## src/hw/tcg_pkg.sv

```systemverilog
// package: register map, control layout, bus states and timing constants of the timer block
package tcg_pkg;

   // ----------------------------------------
   // register byte offsets on the bus
   // ----------------------------------------
   localparam logic [7:0] OFS_CTRL = 8'h00;
   localparam logic [7:0] OFS_CNT_LO = 8'h04;
   localparam logic [7:0] OFS_CNT_HI = 8'h08;
   localparam logic [7:0] OFS_IRQ_EN = 8'h0C;
   localparam logic [7:0] OFS_IRQ_CTRL = 8'h10;
   localparam logic [7:0] OFS_PIR1 = 8'h14;
   localparam logic [7:0] OFS_APF = 8'h18;

   // ----------------------------------------
   // implemented bit masks and reset values
   // ----------------------------------------
   localparam logic [7:0] IRQ_EN_MASK = 8'h6B;
   localparam logic [7:0] APF_MASK = 8'h10;
   localparam logic [7:0] IRQ_CTRL_MASK = 8'h40;
   localparam logic [7:0] PIR1_MASK = 8'h01;
   localparam logic [7:0] REG_RESET = 8'h00;

   // ----------------------------------------
   // field positions
   // ----------------------------------------
   localparam int IRQ_EN_ADC_BIT = 6;
   localparam int IRQ_EN_CCP_BIT = 5;
   localparam int IRQ_EN_CMP_BIT = 3;
   localparam int IRQ_EN_TMR2_BIT = 1;
   localparam int IRQ_EN_OVF_BIT = 0;
   localparam int APF_GATE_SEL_BIT = 4;
   localparam int IRQ_CTRL_GATE_BIT = 6;
   localparam int PIR1_OVF_BIT = 0;

   // ----------------------------------------
   // timing: one instruction cycle is four system clocks
   // ----------------------------------------
   localparam int INSTR_CLKS = 4;
   localparam logic [1:0] INSTR_LAST = 2'(INSTR_CLKS - 1);

   // ----------------------------------------
   // types
   // ----------------------------------------
   typedef struct packed {
      logic gate_invert;
      logic gate_enable;
      logic [1:0] prescale_select;
      logic crystal_enable;
      logic sync_disable;
      logic clock_source;
      logic timer_on;
   } tcg_ctrl_t;

   typedef enum logic [0:0] {
      BUS_IDLE = 1'b0,
      BUS_RD_WAIT = 1'b1
   } tcg_bus_st_t;

endpackage

```

## src/hw/tcg_edge_arm.sv

```systemverilog
// module: falling-edge arming and rising-edge count pulse of the external count input
module tcg_edge_arm
   import tcg_pkg::*;
(
   // clock and reset
   input wire logic clk,
   input wire logic srst,
   // control
   input wire logic enable,
   input wire logic disarm,
   input wire logic level,
   // result
   output logic count_pulse,
   output logic armed
);

   logic prev_reg;
   logic armed_reg;
   logic en_prev_reg;
   logic high_at_off_reg;
   logic fall;
   logic rise;
   logic reenable_low;
   logic armed_next;

   // ----------------------------------------
   // edge detection and arming
   // ----------------------------------------
   assign fall = prev_reg & ~level;
   assign rise = ~prev_reg & level;
   assign reenable_low = enable & ~en_prev_reg & high_at_off_reg & ~level;
   assign armed_next = (disarm | reenable_low) ? 1'b0 :
                       ((enable & fall) ? 1'b1 : armed_reg);
   assign count_pulse = enable & armed_reg & rise;
   assign armed = armed_reg;

   always_ff @(posedge clk) begin
      if (srst) begin
         prev_reg <= 1'b0;
         armed_reg <= 1'b0;
         en_prev_reg <= 1'b0;
         high_at_off_reg <= 1'b0;
      end else begin
         prev_reg <= level;
         armed_reg <= armed_next;
         en_prev_reg <= enable;
         if (en_prev_reg & ~enable) begin
            high_at_off_reg <= level;
         end
      end
   end

   // ----------------------------------------
   // checks
   // ----------------------------------------
   a_write_disarms: assert property (@(posedge clk) disable iff (srst)
      disarm |=> !armed_reg) else $error("counter write did not disarm");
   a_unarmed_no_count: assert property (@(posedge clk) disable iff (srst)
      !armed_reg |-> !count_pulse) else $error("count pulse while disarmed");
   a_rise_counts: assert property (@(posedge clk) disable iff (srst)
      (enable && armed_reg && $rose(level)) |-> count_pulse) else $error("armed rise lost");
   a_reenable_low: assert property (@(posedge clk) disable iff (srst)
      (enable && !en_prev_reg && high_at_off_reg && !level) |=> !armed_reg)
      else $error("re-enable low did not disarm");

endmodule

```

## src/hw/tcg_timer.sv

```systemverilog
// module: 16-bit timer/counter with clock, gate and interrupt enable logic behind AHB-Lite
module tcg_timer
   import tcg_pkg::*;
(
   // clock and reset
   input wire logic clk,
   input wire logic srst,
   // ahb-lite slave
   input wire logic hsel,
   input wire logic [31:0] haddr,
   input wire logic [1:0] htrans,
   input wire logic hwrite,
   input wire logic [2:0] hsize,
   input wire logic [31:0] hwdata,
   input wire logic hready,
   output logic [31:0] hrdata,
   output logic hreadyout,
   output logic hresp,
   // pins and system state
   input wire logic external_count_clock_pin,
   input wire logic crystal_osc_clock,
   input wire logic master_clear_shared_pin,
   input wire logic osc_output_shared_pin,
   input wire logic internal_oscillator_no_clkout,
   input wire logic sleep,
   // interrupt request and wake
   output logic irq,
   output logic wake
);

   // ----------------------------------------
   // declarations
   // ----------------------------------------
   tcg_ctrl_t ctrl_reg;
   logic [7:0] irq_en_reg;
   logic [7:0] apf_reg;
   logic periph_gate_reg;
   logic ovf_flag_reg;
   logic [15:0] count_reg;
   logic [2:0] pre_reg;
   logic [1:0] icyc_reg;
   logic sync1_reg;
   logic sync2_reg;
   tcg_bus_st_t bus_st_reg;
   logic wr_pend_reg;
   logic [7:0] wr_addr_reg;
   logic [7:0] rd_addr_reg;
   logic [31:0] hrdata_reg;
   logic hreadyout_reg;
   logic irq_reg;
   logic wake_reg;

   logic addr_ok;
   logic [7:0] wdat;
   logic wr_ctrl;
   logic wr_lo;
   logic wr_hi;
   logic wr_irq_en;
   logic wr_irq_ctrl;
   logic wr_pir1;
   logic wr_apf;
   logic cnt_wr;
   logic [7:0] rd_mux;
   logic icyc_tick;
   logic src_level;
   logic ext_level;
   logic ext_pulse;
   logic ext_armed;
   logic ext_ok;
   logic count_src;
   logic gate_level;
   logic gate_ok;
   logic advance;
   logic [2:0] div_last;
   logic inc;
   logic ovf_evt;
   logic [15:0] count_inc;
   logic [15:0] count_next;
   logic [2:0] pre_next;
   logic ovf_flag_next;
   logic irq_next;

   // ----------------------------------------
   // bus decode
   // ----------------------------------------
   assign addr_ok = hsel & htrans[1] & hready;
   assign wdat = hwdata[7:0];
   assign wr_ctrl = wr_pend_reg & (wr_addr_reg == OFS_CTRL);
   assign wr_lo = wr_pend_reg & (wr_addr_reg == OFS_CNT_LO);
   assign wr_hi = wr_pend_reg & (wr_addr_reg == OFS_CNT_HI);
   assign wr_irq_en = wr_pend_reg & (wr_addr_reg == OFS_IRQ_EN);
   assign wr_irq_ctrl = wr_pend_reg & (wr_addr_reg == OFS_IRQ_CTRL);
   assign wr_pir1 = wr_pend_reg & (wr_addr_reg == OFS_PIR1);
   assign wr_apf = wr_pend_reg & (wr_addr_reg == OFS_APF);
   assign cnt_wr = wr_lo | wr_hi;

   // unmapped offsets read as zero
   assign rd_mux = (rd_addr_reg == OFS_CTRL) ? ctrl_reg :
                   (rd_addr_reg == OFS_CNT_LO) ? count_reg[7:0] :
                   (rd_addr_reg == OFS_CNT_HI) ? count_reg[15:8] :
                   (rd_addr_reg == OFS_IRQ_EN) ? (irq_en_reg & IRQ_EN_MASK) :
                   (rd_addr_reg == OFS_IRQ_CTRL) ? {1'b0, periph_gate_reg, 6'h00} :
                   (rd_addr_reg == OFS_PIR1) ? {7'h00, ovf_flag_reg} :
                   (rd_addr_reg == OFS_APF) ? (apf_reg & APF_MASK) :
                   8'h00;

   // ----------------------------------------
   // bus slave: writes zero-wait, reads one wait state
   // ----------------------------------------
   always_ff @(posedge clk) begin
      if (srst) begin
         bus_st_reg <= BUS_IDLE;
         wr_pend_reg <= 1'b0;
         wr_addr_reg <= 8'h00;
         rd_addr_reg <= 8'h00;
         hrdata_reg <= 32'h0000_0000;
         hreadyout_reg <= 1'b1;
      end else begin
         unique case (bus_st_reg)
            BUS_IDLE: begin
               wr_pend_reg <= addr_ok & hwrite;
               if (addr_ok) begin
                  wr_addr_reg <= haddr[7:0];
                  rd_addr_reg <= haddr[7:0];
               end
               if (addr_ok & ~hwrite) begin
                  bus_st_reg <= BUS_RD_WAIT;
                  hreadyout_reg <= 1'b0;
               end
            end
            BUS_RD_WAIT: begin
               wr_pend_reg <= 1'b0;
               hrdata_reg <= {24'h00_0000, rd_mux};
               hreadyout_reg <= 1'b1;
               bus_st_reg <= BUS_IDLE;
            end
         endcase
      end
   end

   // ----------------------------------------
   // software registers
   // ----------------------------------------
   always_ff @(posedge clk) begin
      if (srst) begin
         ctrl_reg <= REG_RESET;
         irq_en_reg <= REG_RESET;
         apf_reg <= REG_RESET;
         periph_gate_reg <= 1'b0;
      end else begin
         if (wr_ctrl) begin
            ctrl_reg <= wdat;
         end
         if (wr_irq_en) begin
            irq_en_reg <= wdat & IRQ_EN_MASK;
         end
         if (wr_apf) begin
            apf_reg <= wdat & APF_MASK;
         end
         if (wr_irq_ctrl) begin
            periph_gate_reg <= wdat[IRQ_CTRL_GATE_BIT];
         end
      end
   end

   // ----------------------------------------
   // count source selection
   // ----------------------------------------
   assign icyc_tick = (icyc_reg == INSTR_LAST);
   assign src_level = (ctrl_reg.crystal_enable & internal_oscillator_no_clkout) ?
                      crystal_osc_clock :
                      external_count_clock_pin;
   assign ext_level = ctrl_reg.sync_disable ? src_level : sync2_reg;
   assign ext_ok = ctrl_reg.sync_disable | ~sleep;
   assign count_src = ctrl_reg.clock_source ? (ext_pulse & ext_ok) :
                      (icyc_tick & ~sleep);
   assign gate_level = apf_reg[APF_GATE_SEL_BIT] ? master_clear_shared_pin :
                       osc_output_shared_pin;
   assign gate_ok = ~ctrl_reg.gate_enable | (gate_level == ctrl_reg.gate_invert);
   assign advance = ctrl_reg.timer_on & gate_ok & count_src & ~cnt_wr;

   always_ff @(posedge clk) begin
      if (srst) begin
         icyc_reg <= 2'b00;
         sync1_reg <= 1'b0;
         sync2_reg <= 1'b0;
      end else begin
         icyc_reg <= icyc_reg + 2'b01;
         sync1_reg <= src_level;
         sync2_reg <= sync1_reg;
      end
   end

   tcg_edge_arm tcg_edge_arm_inst (
      .clk(clk),
      .srst(srst),
      .enable(ctrl_reg.timer_on & ctrl_reg.clock_source),
      .disarm(cnt_wr),
      .level(ext_level),
      .count_pulse(ext_pulse),
      .armed(ext_armed)
   );

   // ----------------------------------------
   // prescaler and counter
   // ----------------------------------------
   assign div_last = 3'((4'b0001 << ctrl_reg.prescale_select) - 4'b0001);
   assign inc = advance & (pre_reg == div_last);
   assign pre_next = cnt_wr ? 3'b000 :
                     (inc ? 3'b000 : (advance ? pre_reg + 3'b001 : pre_reg));
   assign count_inc = count_reg + 16'h0001;
   assign count_next = wr_lo ? {count_reg[15:8], wdat} :
                       wr_hi ? {wdat, count_reg[7:0]} :
                       (inc ? count_inc : count_reg);
   assign ovf_evt = inc & (count_reg == 16'hFFFF);
   assign ovf_flag_next = ovf_evt | (ovf_flag_reg & ~(wr_pir1 & ~wdat[PIR1_OVF_BIT]));
   assign irq_next = ovf_flag_reg & irq_en_reg[IRQ_EN_OVF_BIT] & periph_gate_reg;

   always_ff @(posedge clk) begin
      if (srst) begin
         pre_reg <= 3'b000;
         count_reg <= 16'h0000;
         ovf_flag_reg <= 1'b0;
         irq_reg <= 1'b0;
         wake_reg <= 1'b0;
      end else begin
         pre_reg <= pre_next;
         count_reg <= count_next;
         ovf_flag_reg <= ovf_flag_next;
         irq_reg <= irq_next;
         wake_reg <= irq_next & sleep;
      end
   end

   // ----------------------------------------
   // outputs
   // ----------------------------------------
   assign hrdata = hrdata_reg;
   assign hreadyout = hreadyout_reg;
   assign hresp = 1'b0;
   assign irq = irq_reg;
   assign wake = wake_reg;

   // ----------------------------------------
   // checks
   // ----------------------------------------
   a_internal_tick: assert property (@(posedge clk) disable iff (srst)
      (ctrl_reg.timer_on && !ctrl_reg.clock_source && !sleep && gate_ok && icyc_tick
       && ctrl_reg.prescale_select == 2'b00 && !cnt_wr)
      |=> count_reg == $past(count_reg) + 16'h0001) else $error("internal tick lost");
   a_prescale_clear: assert property (@(posedge clk) disable iff (srst)
      cnt_wr |=> pre_reg == 3'b000) else $error("prescaler not cleared on write");
   a_prescale_div: assert property (@(posedge clk) disable iff (srst)
      inc |-> pre_reg == div_last) else $error("prescale ratio wrong");
   a_gate_holds: assert property (@(posedge clk) disable iff (srst)
      (ctrl_reg.gate_enable && gate_level != ctrl_reg.gate_invert && !cnt_wr)
      |=> $stable(count_reg)) else $error("counted with gate closed");
   a_overflow_flag: assert property (@(posedge clk) disable iff (srst)
      (inc && count_reg == 16'hFFFF) |=> ovf_flag_reg && count_reg == 16'h0000)
      else $error("rollover did not set flag");
   a_irq_gate: assert property (@(posedge clk) disable iff (srst)
      !periph_gate_reg |=> !irq_reg) else $error("interrupt without peripheral gate");
   a_irq_raise: assert property (@(posedge clk) disable iff (srst)
      (ovf_flag_reg && irq_en_reg[IRQ_EN_OVF_BIT] && periph_gate_reg) |=> irq_reg)
      else $error("enabled overflow gave no interrupt");
   a_sleep_async: assert property (@(posedge clk) disable iff (srst)
      (sleep && ctrl_reg.timer_on && ctrl_reg.clock_source && ctrl_reg.sync_disable
       && ext_pulse && gate_ok && ctrl_reg.prescale_select == 2'b00 && !cnt_wr)
      |=> count_reg != $past(count_reg)) else $error("async count stalled in sleep");
   a_sleep_sync_stops: assert property (@(posedge clk) disable iff (srst)
      (sleep && !ctrl_reg.sync_disable && !cnt_wr) |=> $stable(count_reg))
      else $error("synchronised count ran in sleep");
   a_read_zero_bits: assert property (@(posedge clk) disable iff (srst)
      (bus_st_reg == BUS_RD_WAIT && rd_addr_reg == OFS_APF)
      |=> hrdata_reg[7:5] == 3'b000 && hrdata_reg[3:0] == 4'h0)
      else $error("unimplemented steering bits read nonzero");
   a_ext_needs_arm: assert property (@(posedge clk) disable iff (srst)
      (ctrl_reg.clock_source && inc) |-> ext_armed)
      else $error("external count while disarmed");
   a_crystal_source: assert property (@(posedge clk) disable iff (srst)
      (ctrl_reg.crystal_enable && internal_oscillator_no_clkout)
      |-> src_level == crystal_osc_clock) else $error("crystal input not selected");
   a_gate_select: assert property (@(posedge clk) disable iff (srst)
      apf_reg[APF_GATE_SEL_BIT] |-> gate_level == master_clear_shared_pin)
      else $error("gate not taken from master-clear pin");

endmodule

```

## config.mk

```make
export PLATFORM = sky130hd
export DESIGN_NAME = tcg_timer
export DESIGN_NICKNAME = d
export VERILOG_FILES = /design/src/hw/tcg_pkg.sv /design/src/hw/tcg_edge_arm.sv /design/src/hw/tcg_timer.sv
export SDC_FILE = /design/constraint.sdc
export NUM_CORES = 1
export LEC_CHECK = 0
export ABC_AREA = 1
export BUFFER_PORTS_ARGS = -buffer_cell sky130_fd_sc_hd__buf_2
export CAP_MARGIN = 15
export CORE_MARGIN = 10
export CORE_UTILIZATION = 45
export CTS_CLUSTER_DIAMETER = 120
export DETAILED_ROUTE_END_ITERATION = 7
export MAX_ROUTING_LAYER = met4
export PLACE_DENSITY = 0.83
export SLEW_MARGIN = 20
export SYNTH_ARGS = -nofsm -noshare
export SYNTH_HDL_FRONTEND = slang
export SYNTH_SLANG_ARGS = --single-unit
```

## constraint.sdc

```tcl
create_clock -name clk -period 2.6 [get_ports clk]
set_input_delay 0.52 -clock clk [delete_from_list [all_inputs] [get_ports clk]]
set_output_delay 0.52 -clock clk [all_outputs]
set_load 0.02 [all_outputs]
```

======== Word level (Yosys, flattened, before mapping) ========
Cells that the tools add are included.
word-level totals
  bits of input ports ..................... 80
  bits in registers ....................... 64
  word-level logic and storage cells ...... 123
operators by class
  add/subtract/negate cells ............... 4
  multiplexer cells ....................... 19
  equal/unequal tests ..................... 12
  bitwise gates (word level) .............. 51
  shift operators ......................... 1
  reductions and logical operators ........ 8
operator list
  kind                   number
  $and 1x1->1            34
  $mux 16                2
  $mux 8                 4
  $eq 8x5->1 const B     3
  $add 16x1->16 const B  1
  $eq 16x16->1 const B   1
  $eq 8x4->1 const B     2
  $mux 7                 2
  $not 1->1              12
  $mux 5                 2
  $eq 8x3->1 const B     1
  $logic_not 8->1        1
  $mux 1                 6
  $pmux 1 s2             3
  $reduce_and 2->1       3
  $or 1x1->1             5
  $ne 2x2->1 const B     2
  $reduce_bool 2->1      2
  $add 3x1->3 const B    1
  $eq 3x3->1             1
  $reduce_or 3->1        1
  $shl 1x2->3 const A    1
  $sub 3x1->3 const B    1
  $add 2x1->2 const B    1
  3 further kinds        3

======== Longest topological paths before layout ========
Gate-level depths: netlist of the first run.
  word-level depth ........................ 13
  gate-level depth with buffers ........... 13
  gate-level depth less buffers ........... 12

======== Hierarchy ========
A second synthesis of the first run with hierarchy kept.
second synthesis, totals
  cell total of the unflattened synthesis .. 528
  area, all modules ....................... 3525.9 um2
by module, submodules not included
  module        cells each  area an instance (um2)  instances
  tcg_timer     503         3358.2                  1
  tcg_edge_arm  25          167.7                   1

======== Worst setup path before layout of the first run ========
Ideal clock, no wire load.
  kind .................................... flip-flop to flip-flop
  from .................................... register count_reg[0]
  to ...................................... register count_reg[14]
  library setup time ...................... 112 ps
  buffers on the path ..................... 0
  arrival time ............................ 1372 ps
  setup slack ............................. 1117 ps
  cell stages (with the launch flop) ...... 11
  period minus slack after synthesis ...... 1483 ps
  path through ............................ dfxtp_1 > ha_1 > nand3_1 > nor2_2 > nand2_1 > o21ai_1 > nand2_1 > nand2_1 > nand2_1 > nor2_1 > nor2_1
on the way
  cells in the longest elaborated chain, start to end .. 3
ends and longest elaborated chain
  what                    line              source
  start, declared         tcg_timer.sv:39   logic [15:0] count_reg;
  start signal, assigned  tcg_timer.sv:228  count_reg <= count_next;
  $add 16x1->16           tcg_timer.sv:211  assign count_inc = count_reg + 16'h0001;
  $mux 16                 tcg_timer.sv:214  (inc ? count_inc : count_reg);
  $mux 16                 tcg_timer.sv:213  wr_hi ? {wdat, count_reg[7:0]} :
Every way passes these cells. The select of a mux whose other input is x is not followed.
A chain may end at the register's enable or synchronous reset.

==> flow_summary.json, run 1 <==
{
  "io_pins": 116,
  "drive_above_1_share": 0.138,
  "fin_crit_ns": 2.15,
  "grt_pass1_vias": 3047,
  "clkTransAtPathRegs_ns": 0.07,
  "dr.pass1.iters": 7,
  "place.gp.congestion": 0.968,
  "totalWireLength_um": 9140,
  "cp_cell_sequence": "inv_2, nand2_2, nor2_2, nand3_2, nand2_4, nor2_2, nand3_2, nand2_4, clkinv_2, nor2_1, nor2_1",
  "finalSetupViolCount": 0,
  "crit_buf_inv": 2,
  "synth_cell_types": 35,
  "core_mm2": 0.00765,
  "antenna_found_initial": 0,
  "synth_top_area_cell": "dfxtp_1",
  "cp_num_cells": 11,
  "numCtsBuffers": 9,
  "antenna_cells": 0,
  "track_usage": 0.163,
  "slew_headroom": 0.618,
  "wl_per_cell_um": 13.7,
  "cts_max_path_buffers": 2,
  "synthCells": 525,
  "required_ns": 2.85,
  "endpoint": "count_reg[14]",
  "cts_tree": "yes",
  "grt_pass1_wl_um": 14700,
  "rsz0062_at_grt": "false",
  "fillCellCount": 772,
  "hold_viol_final": 0,
  "tns_ns": 0,
  "synth_area_leaders": "dfxtp_1 37%, nand2_1 14%, a21oi_1 6.3%",
  "hold_path.class": "input pin to register",
  "die_h_um": 108,
  "slowest_stage": "nand3_2",
  "crit_type": "register to register",
  "hpwl_um": 6990,
  "portBuffers": 38,
  "post-cts-setup-buffer-count": 0,
  "drt-initial-drc-count": 269,
  "arrival_ns": 2.40,
  "drc": 0,
  "finalClockSkew_ns": 0.00679,
  "ant_nets": 0,
  "final_core_util": 0.502,
  "post-synth-top-area-fraction": 0.368,
  "worstReg2RegEnd": "count_reg[14]",
  "r2r-start": "rd_addr_reg[0]",
  "die_w_um": 108,
  "max_stage_delay_ns": 0.43,
  "syn_area_mm2": 0.00349,
  "crit_family": "simple AND/OR/NAND/NOR gates",
  "die_area_mm2": 0.0117,
  "powerDensity_mw_per_mm2": 528,
  "clkLatencyLatePin_ns": 0.35,
  "grt_max_degree": 26,
  "outcome": "finished, final reports clean",
  "maxSlewViolCount": 0,
  "fmax_mhz": 464,
  "r2r_cells": 11,
  "worstSetupStartpointType": "register",
  "ctsHoldBuffers": 0,
  "ys_seq_area_frac": 0.368,
  "fin_crit_sh": 0.828,
  "r2r_slack_ns": 0.45,
  "vias": 3326,
  "row_count": 32,
  "overflow": 0,
  "worstMarginPinSlew_ns": 0.571,
  "cts_resized": 0,
  "cts_htree_levels": 3,
  "path_max_fanout": 20,
  "start_util": 0.456,
  "ir_drop_mv": 0.254,
  "crit_path_end_kind": "register",
  "max-cap-violations": 0,
  "p_leak_nw": 1.69,
  "root_buffer": "clkbuf_8",
  "synth_area_per_cell_um2": 6.64,
  "yosys_warnings": 0,
  "cts_sinks": 64,
  "fin_nets": 645,
  "largest_register_ffs": 16,
  "critPathLaunch": "rd_addr_reg[0]",
  "vias_per_cell": 4.97,
  "syn2layout_area_growth_pct": 10.2,
  "synth-seq-cells": 64
}
[cell usage in the layout, fill, tap and decap left out, types with 2 or more instances in the layout]
master,Yosys,routed
clkinv_2,1,4
inv_2,8,8
xor2_1,7,7
nand2_1,134,134
nor3_1,5,5
buf_2,3,38
nor2_2,4,4
nand4_1,4,4
clkinvlp_4,0,2
conb_1,1,25
o22ai_1,2,2
o21ai_0,44,44
xnor2_1,4,4
o21ai_1,2,2
dfxtp_1,64,64
nor2_1,49,49
nand3_1,40,40
nand3_2,3,3
ha_1,3,3
clkbuf_8,0,9
a21oi_1,44,44
buf_4,27,2
nand2_4,3,3
o211ai_1,3,3
inv_1,54,54
[worst register-to-register path: cells and delay by family, from the launching register on]
family / cells / cell delay (ns)
flops: 1 / 0.33
simple gates: 9 / 1.55
buf+inv: 2 / 0.18
[power by group]
part | switching (mW) | internal (mW)
sequential | 0.00871 | 0.996
clock | 0.403 | 0.437
combinational | 0.136 | 0.0466
total | 0.547 | 1.48
[cells by family (layout without fill, tap and decap cells)]
kind of cell / count (synthesis) / count (layout) / synth area share
AND/OR/NAND/NOR: 247 / 247 / 0.307
buffers and inverters: 102 / 120 / 0.143
AO/OA/AOI/OAI: 97 / 97 / 0.144
flip-flops: 64 / 64 / 0.368
XOR/XNOR: 11 / 11 / 0.0276
adder cells (fa/ha/maj): 3 / 3 / 0.0108
other: 1 / 25 / 0.00108
[routing by layer]
layer	share of wire	up-vias	GRT usage	wire length, µm
met5	0	-	-	0
met4	0.014	0	0.0534	125
met3	0.092	15	0.0422	843
met2	0.45	136	0.247	4140
met1	0.44	1471	0.207	4030
li1	-	1704	-	-
[cell usage after synthesis]
library cell,n
a21oi_1,44
a31oi_1,1
buf_1,1
buf_2,3
buf_4,27
buf_6,1
clkbuf_1,5
clkbuf_2,1
clkinv_1,1
clkinv_2,1
conb_1,1
dfxtp_1,64
ha_1,3
inv_1,54
inv_2,8
nand2_1,134
nand2_2,1
nand2_4,3
nand3_1,40
nand3_2,3
nand4_1,4
nor2_1,49
nor2_2,4
nor2_4,1
nor3_1,5
nor3b_2,1
nor4_1,1
o211ai_1,3
o21ai_0,44
o21ai_1,2
o221ai_1,1
o22ai_1,2
or2_2,1
xnor2_1,4
xor2_1,7
[per-stage QoR]
stage / instances / power [mW] / hold slack [ns] / setup WS (ns) / cell area (µm²)
final: 669 / 2.03 / 0.359 / 0.447 / 3840
after CTS: 669 / 2.03 / 0.347 / 0.473 / 3840
after floorplan: 549 / 1.18 / 0.388 / 1.12 / 3580
after global routing: 669 / 2.11 / 0.365 / 0.186 / 3840
after global placement: 653 / 1.20 / 0.394 / 0.508 / 3650
after detailed placement: 653 / 1.21 / 0.399 / 0.485 / 3650
[final cells by class]
type                            count  area (µm²)  area share
Clock buffer                       10         128      0.0332
Clock inverter                      6        60.1      0.0156
Inverter                           64         241      0.0629
Multi-Input combinational cell    383        1800       0.468
Sequential cell                    64        1280       0.334
Tap cell                          102         128      0.0332
Timing Repair Buffer               40         205      0.0534
[worst min-delay path by stage]
stage / start / to / slack [ns] / depth (start not counted)
final: hwrite / bus_st_reg / 0.36 / 2
after global routing: hwrite / bus_st_reg / 0.36 / 2
after CTS: hwrite / bus_st_reg / 0.35 / 2
after detailed placement: sync1_reg / sync2_reg / 0.40 / 2
after global placement: sync1_reg / sync2_reg / 0.39 / 2
after floorplan: sync1_reg / sync2_reg / 0.39 / 2
No activity file was read; power rests on OpenSTA's default activity.
==> run 2, diff against run 1 <==
Settings changed: PLACE_DENSITY 0.83 to 0.86.
Clock period 2.6 ns to 1.8 ns, I/O delays scaled along.
==> flow_summary.json, run 2 (synthesis results as in run 1) <==
{
  "outcome": "finished, final reports clean",
  "cts_sinks": 64,
  "p_leak_nw": 1.77,
  "place.gp.congestion": 1.03,
  "r2r_slack_ns": 0.16,
  "cts_htree_levels": 3,
  "crit_path_end_kind": "register",
  "root_buffer": "clkbuf_8",
  "track_usage": 0.168,
  "start_util": 0.456,
  "crit_family": "simple AND/OR/NAND/NOR gates",
  "numCtsBuffers": 9,
  "p_total_mw": 3.14,
  "crit_top_cell": "nor2_4",
  "ir_drop_mv": 0.405,
  "hold_path.class": "input pin to register",
  "die_w_um": 108,
  "arrival_ns": 1.92,
  "dr.pass1.iters": 6,
  "die_h_um": 108,
  "drc": 0,
  "drive_above_1_share": 0.167,
  "setup_ws_ns": 0.157,
  "cts_tree": "yes",
  "slowest_stage": "dfxtp_1",
  "finalSetupViolCount": 0,
  "post-place-ws_ns": -0.0346,
  "antenna_found_initial": 0,
  "row_count": 32,
  "tns_ns": 0,
  "ant_nets": 0,
  "fin_crit_ns": 1.64,
  "fillCellCount": 757,
  "io_pins": 116,
  "grt_pass1_wl_um": 15100,
  "vias_per_cell": 5.16,
  "clkLatencyLatePin_ns": 0.36,
  "finalClockSkew_ns": 0.0115,
  "final_common_cell": "nand2_1",
  "grt_pass1_vias": 3214,
  "cts_max_path_buffers": 2,
  "fin_crit_sh": 0.913,
  "powerDensity_mw_per_mm2": 782,
  "maxSlewViolCount": 0,
  "hold_viol_final": 0,
  "drt-initial-drc-count": 274,
  "die_area_mm2": 0.0117,
  "fin_nets": 659,
  "max-cap-violations": 0,
  "dp.cells": 666,
  "crit_buf_inv": 2,
  "grt_max_degree": 22,
  "final_cell_mix": "131 x nand2_1, 64 x dfxtp_1, 53 x inv_1",
  "vias": 3522,
  "overflow": 0,
  "final_area_mm2": 0.00402,
  "clkTransAtPathRegs_ns": 0.07,
  "fin_cells": 682,
  "portBuffers": 38,
  "path_max_fanout": 7,
  "max_stage_delay_ns": 0.32,
  "largest_register_ffs": 16,
  "ctsHoldBuffers": 0,
  "required_ns": 2.08,
  "antenna_cells": 0,
  "fmax_mhz": 609,
  "cp_cell_sequence": "inv_2, nand2_1, nor2_4, nand3_2, nand2_4, nor2_4, nand3_4, buf_4, nand3_1, a21oi_1",
  "core_mm2": 0.00765,
  "totalWireLength_um": 9660,
  "wl_per_cell_um": 14.2,
  "worstSetupStartpointType": "register",
  "syn2layout_area_growth_pct": 15.2,
  "placed_cell_area_mm2": 0.00375,
  "crit_type": "register to register",
  "hpwl_um": 7210
}
-- run 2: layer usage --
layer  vias up  wire (µm)  global-route usage  part of all wire
met1      1587       3980               0.202              0.41
li1       1733          -                   -                 -
met3        25       1040              0.0452              0.11
met4         0        210              0.0677             0.022
met5         -          0                   -                 0
met2       177       4430               0.262              0.46
-- run 2: stage by stage --
stage                     utilization  hold WS, ns
after floorplan                     -        0.388
after global placement          0.490        0.392
after detailed placement        0.490        0.400
after CTS                       0.520        0.206
after global routing            0.525        0.202
final                           0.525        0.200
-- run 2: report_power, final --
group	switching [mW]	internal [mW]	leakage (nW)
sequential	0.0133	1.44	0.518
combinational	0.202	0.0720	1.14
clock	0.566	0.846	0.112
-- run 2: path summary, 6_finish.rpt --
kind                   from           end  depth (start not counted)
max          rd_addr_reg[6]  count_reg[5]                         10
min                  hwrite    bus_st_reg                          2
max reg2reg  rd_addr_reg[6]  count_reg[5]                         10
min reg2reg       sync1_reg     sync2_reg                          2
-- run 2: timing repair --
item,4_1_cts,5_1_grt
cloned,0,1
endpoints found under the setup margin,1,15
setup buffers,0,0
gates resized for setup,1,8
pin swaps,0,1
-- run 2: final cells by class --
| cell class | count | area [µm²] | share of cell area |
|---|---|---|---|
| Sequential cell | 64 | 1280 | 0.319 |
| Clock buffer | 12 | 155 | 0.0386 |
| Inverter | 64 | 245 | 0.0611 |
| Clock inverter | 3 | 65.1 | 0.0162 |
| Timing Repair Buffer | 53 | 303 | 0.0754 |
| Multi-Input combinational cell | 384 | 1840 | 0.458 |
| Tap cell | 102 | 128 | 0.0318 |
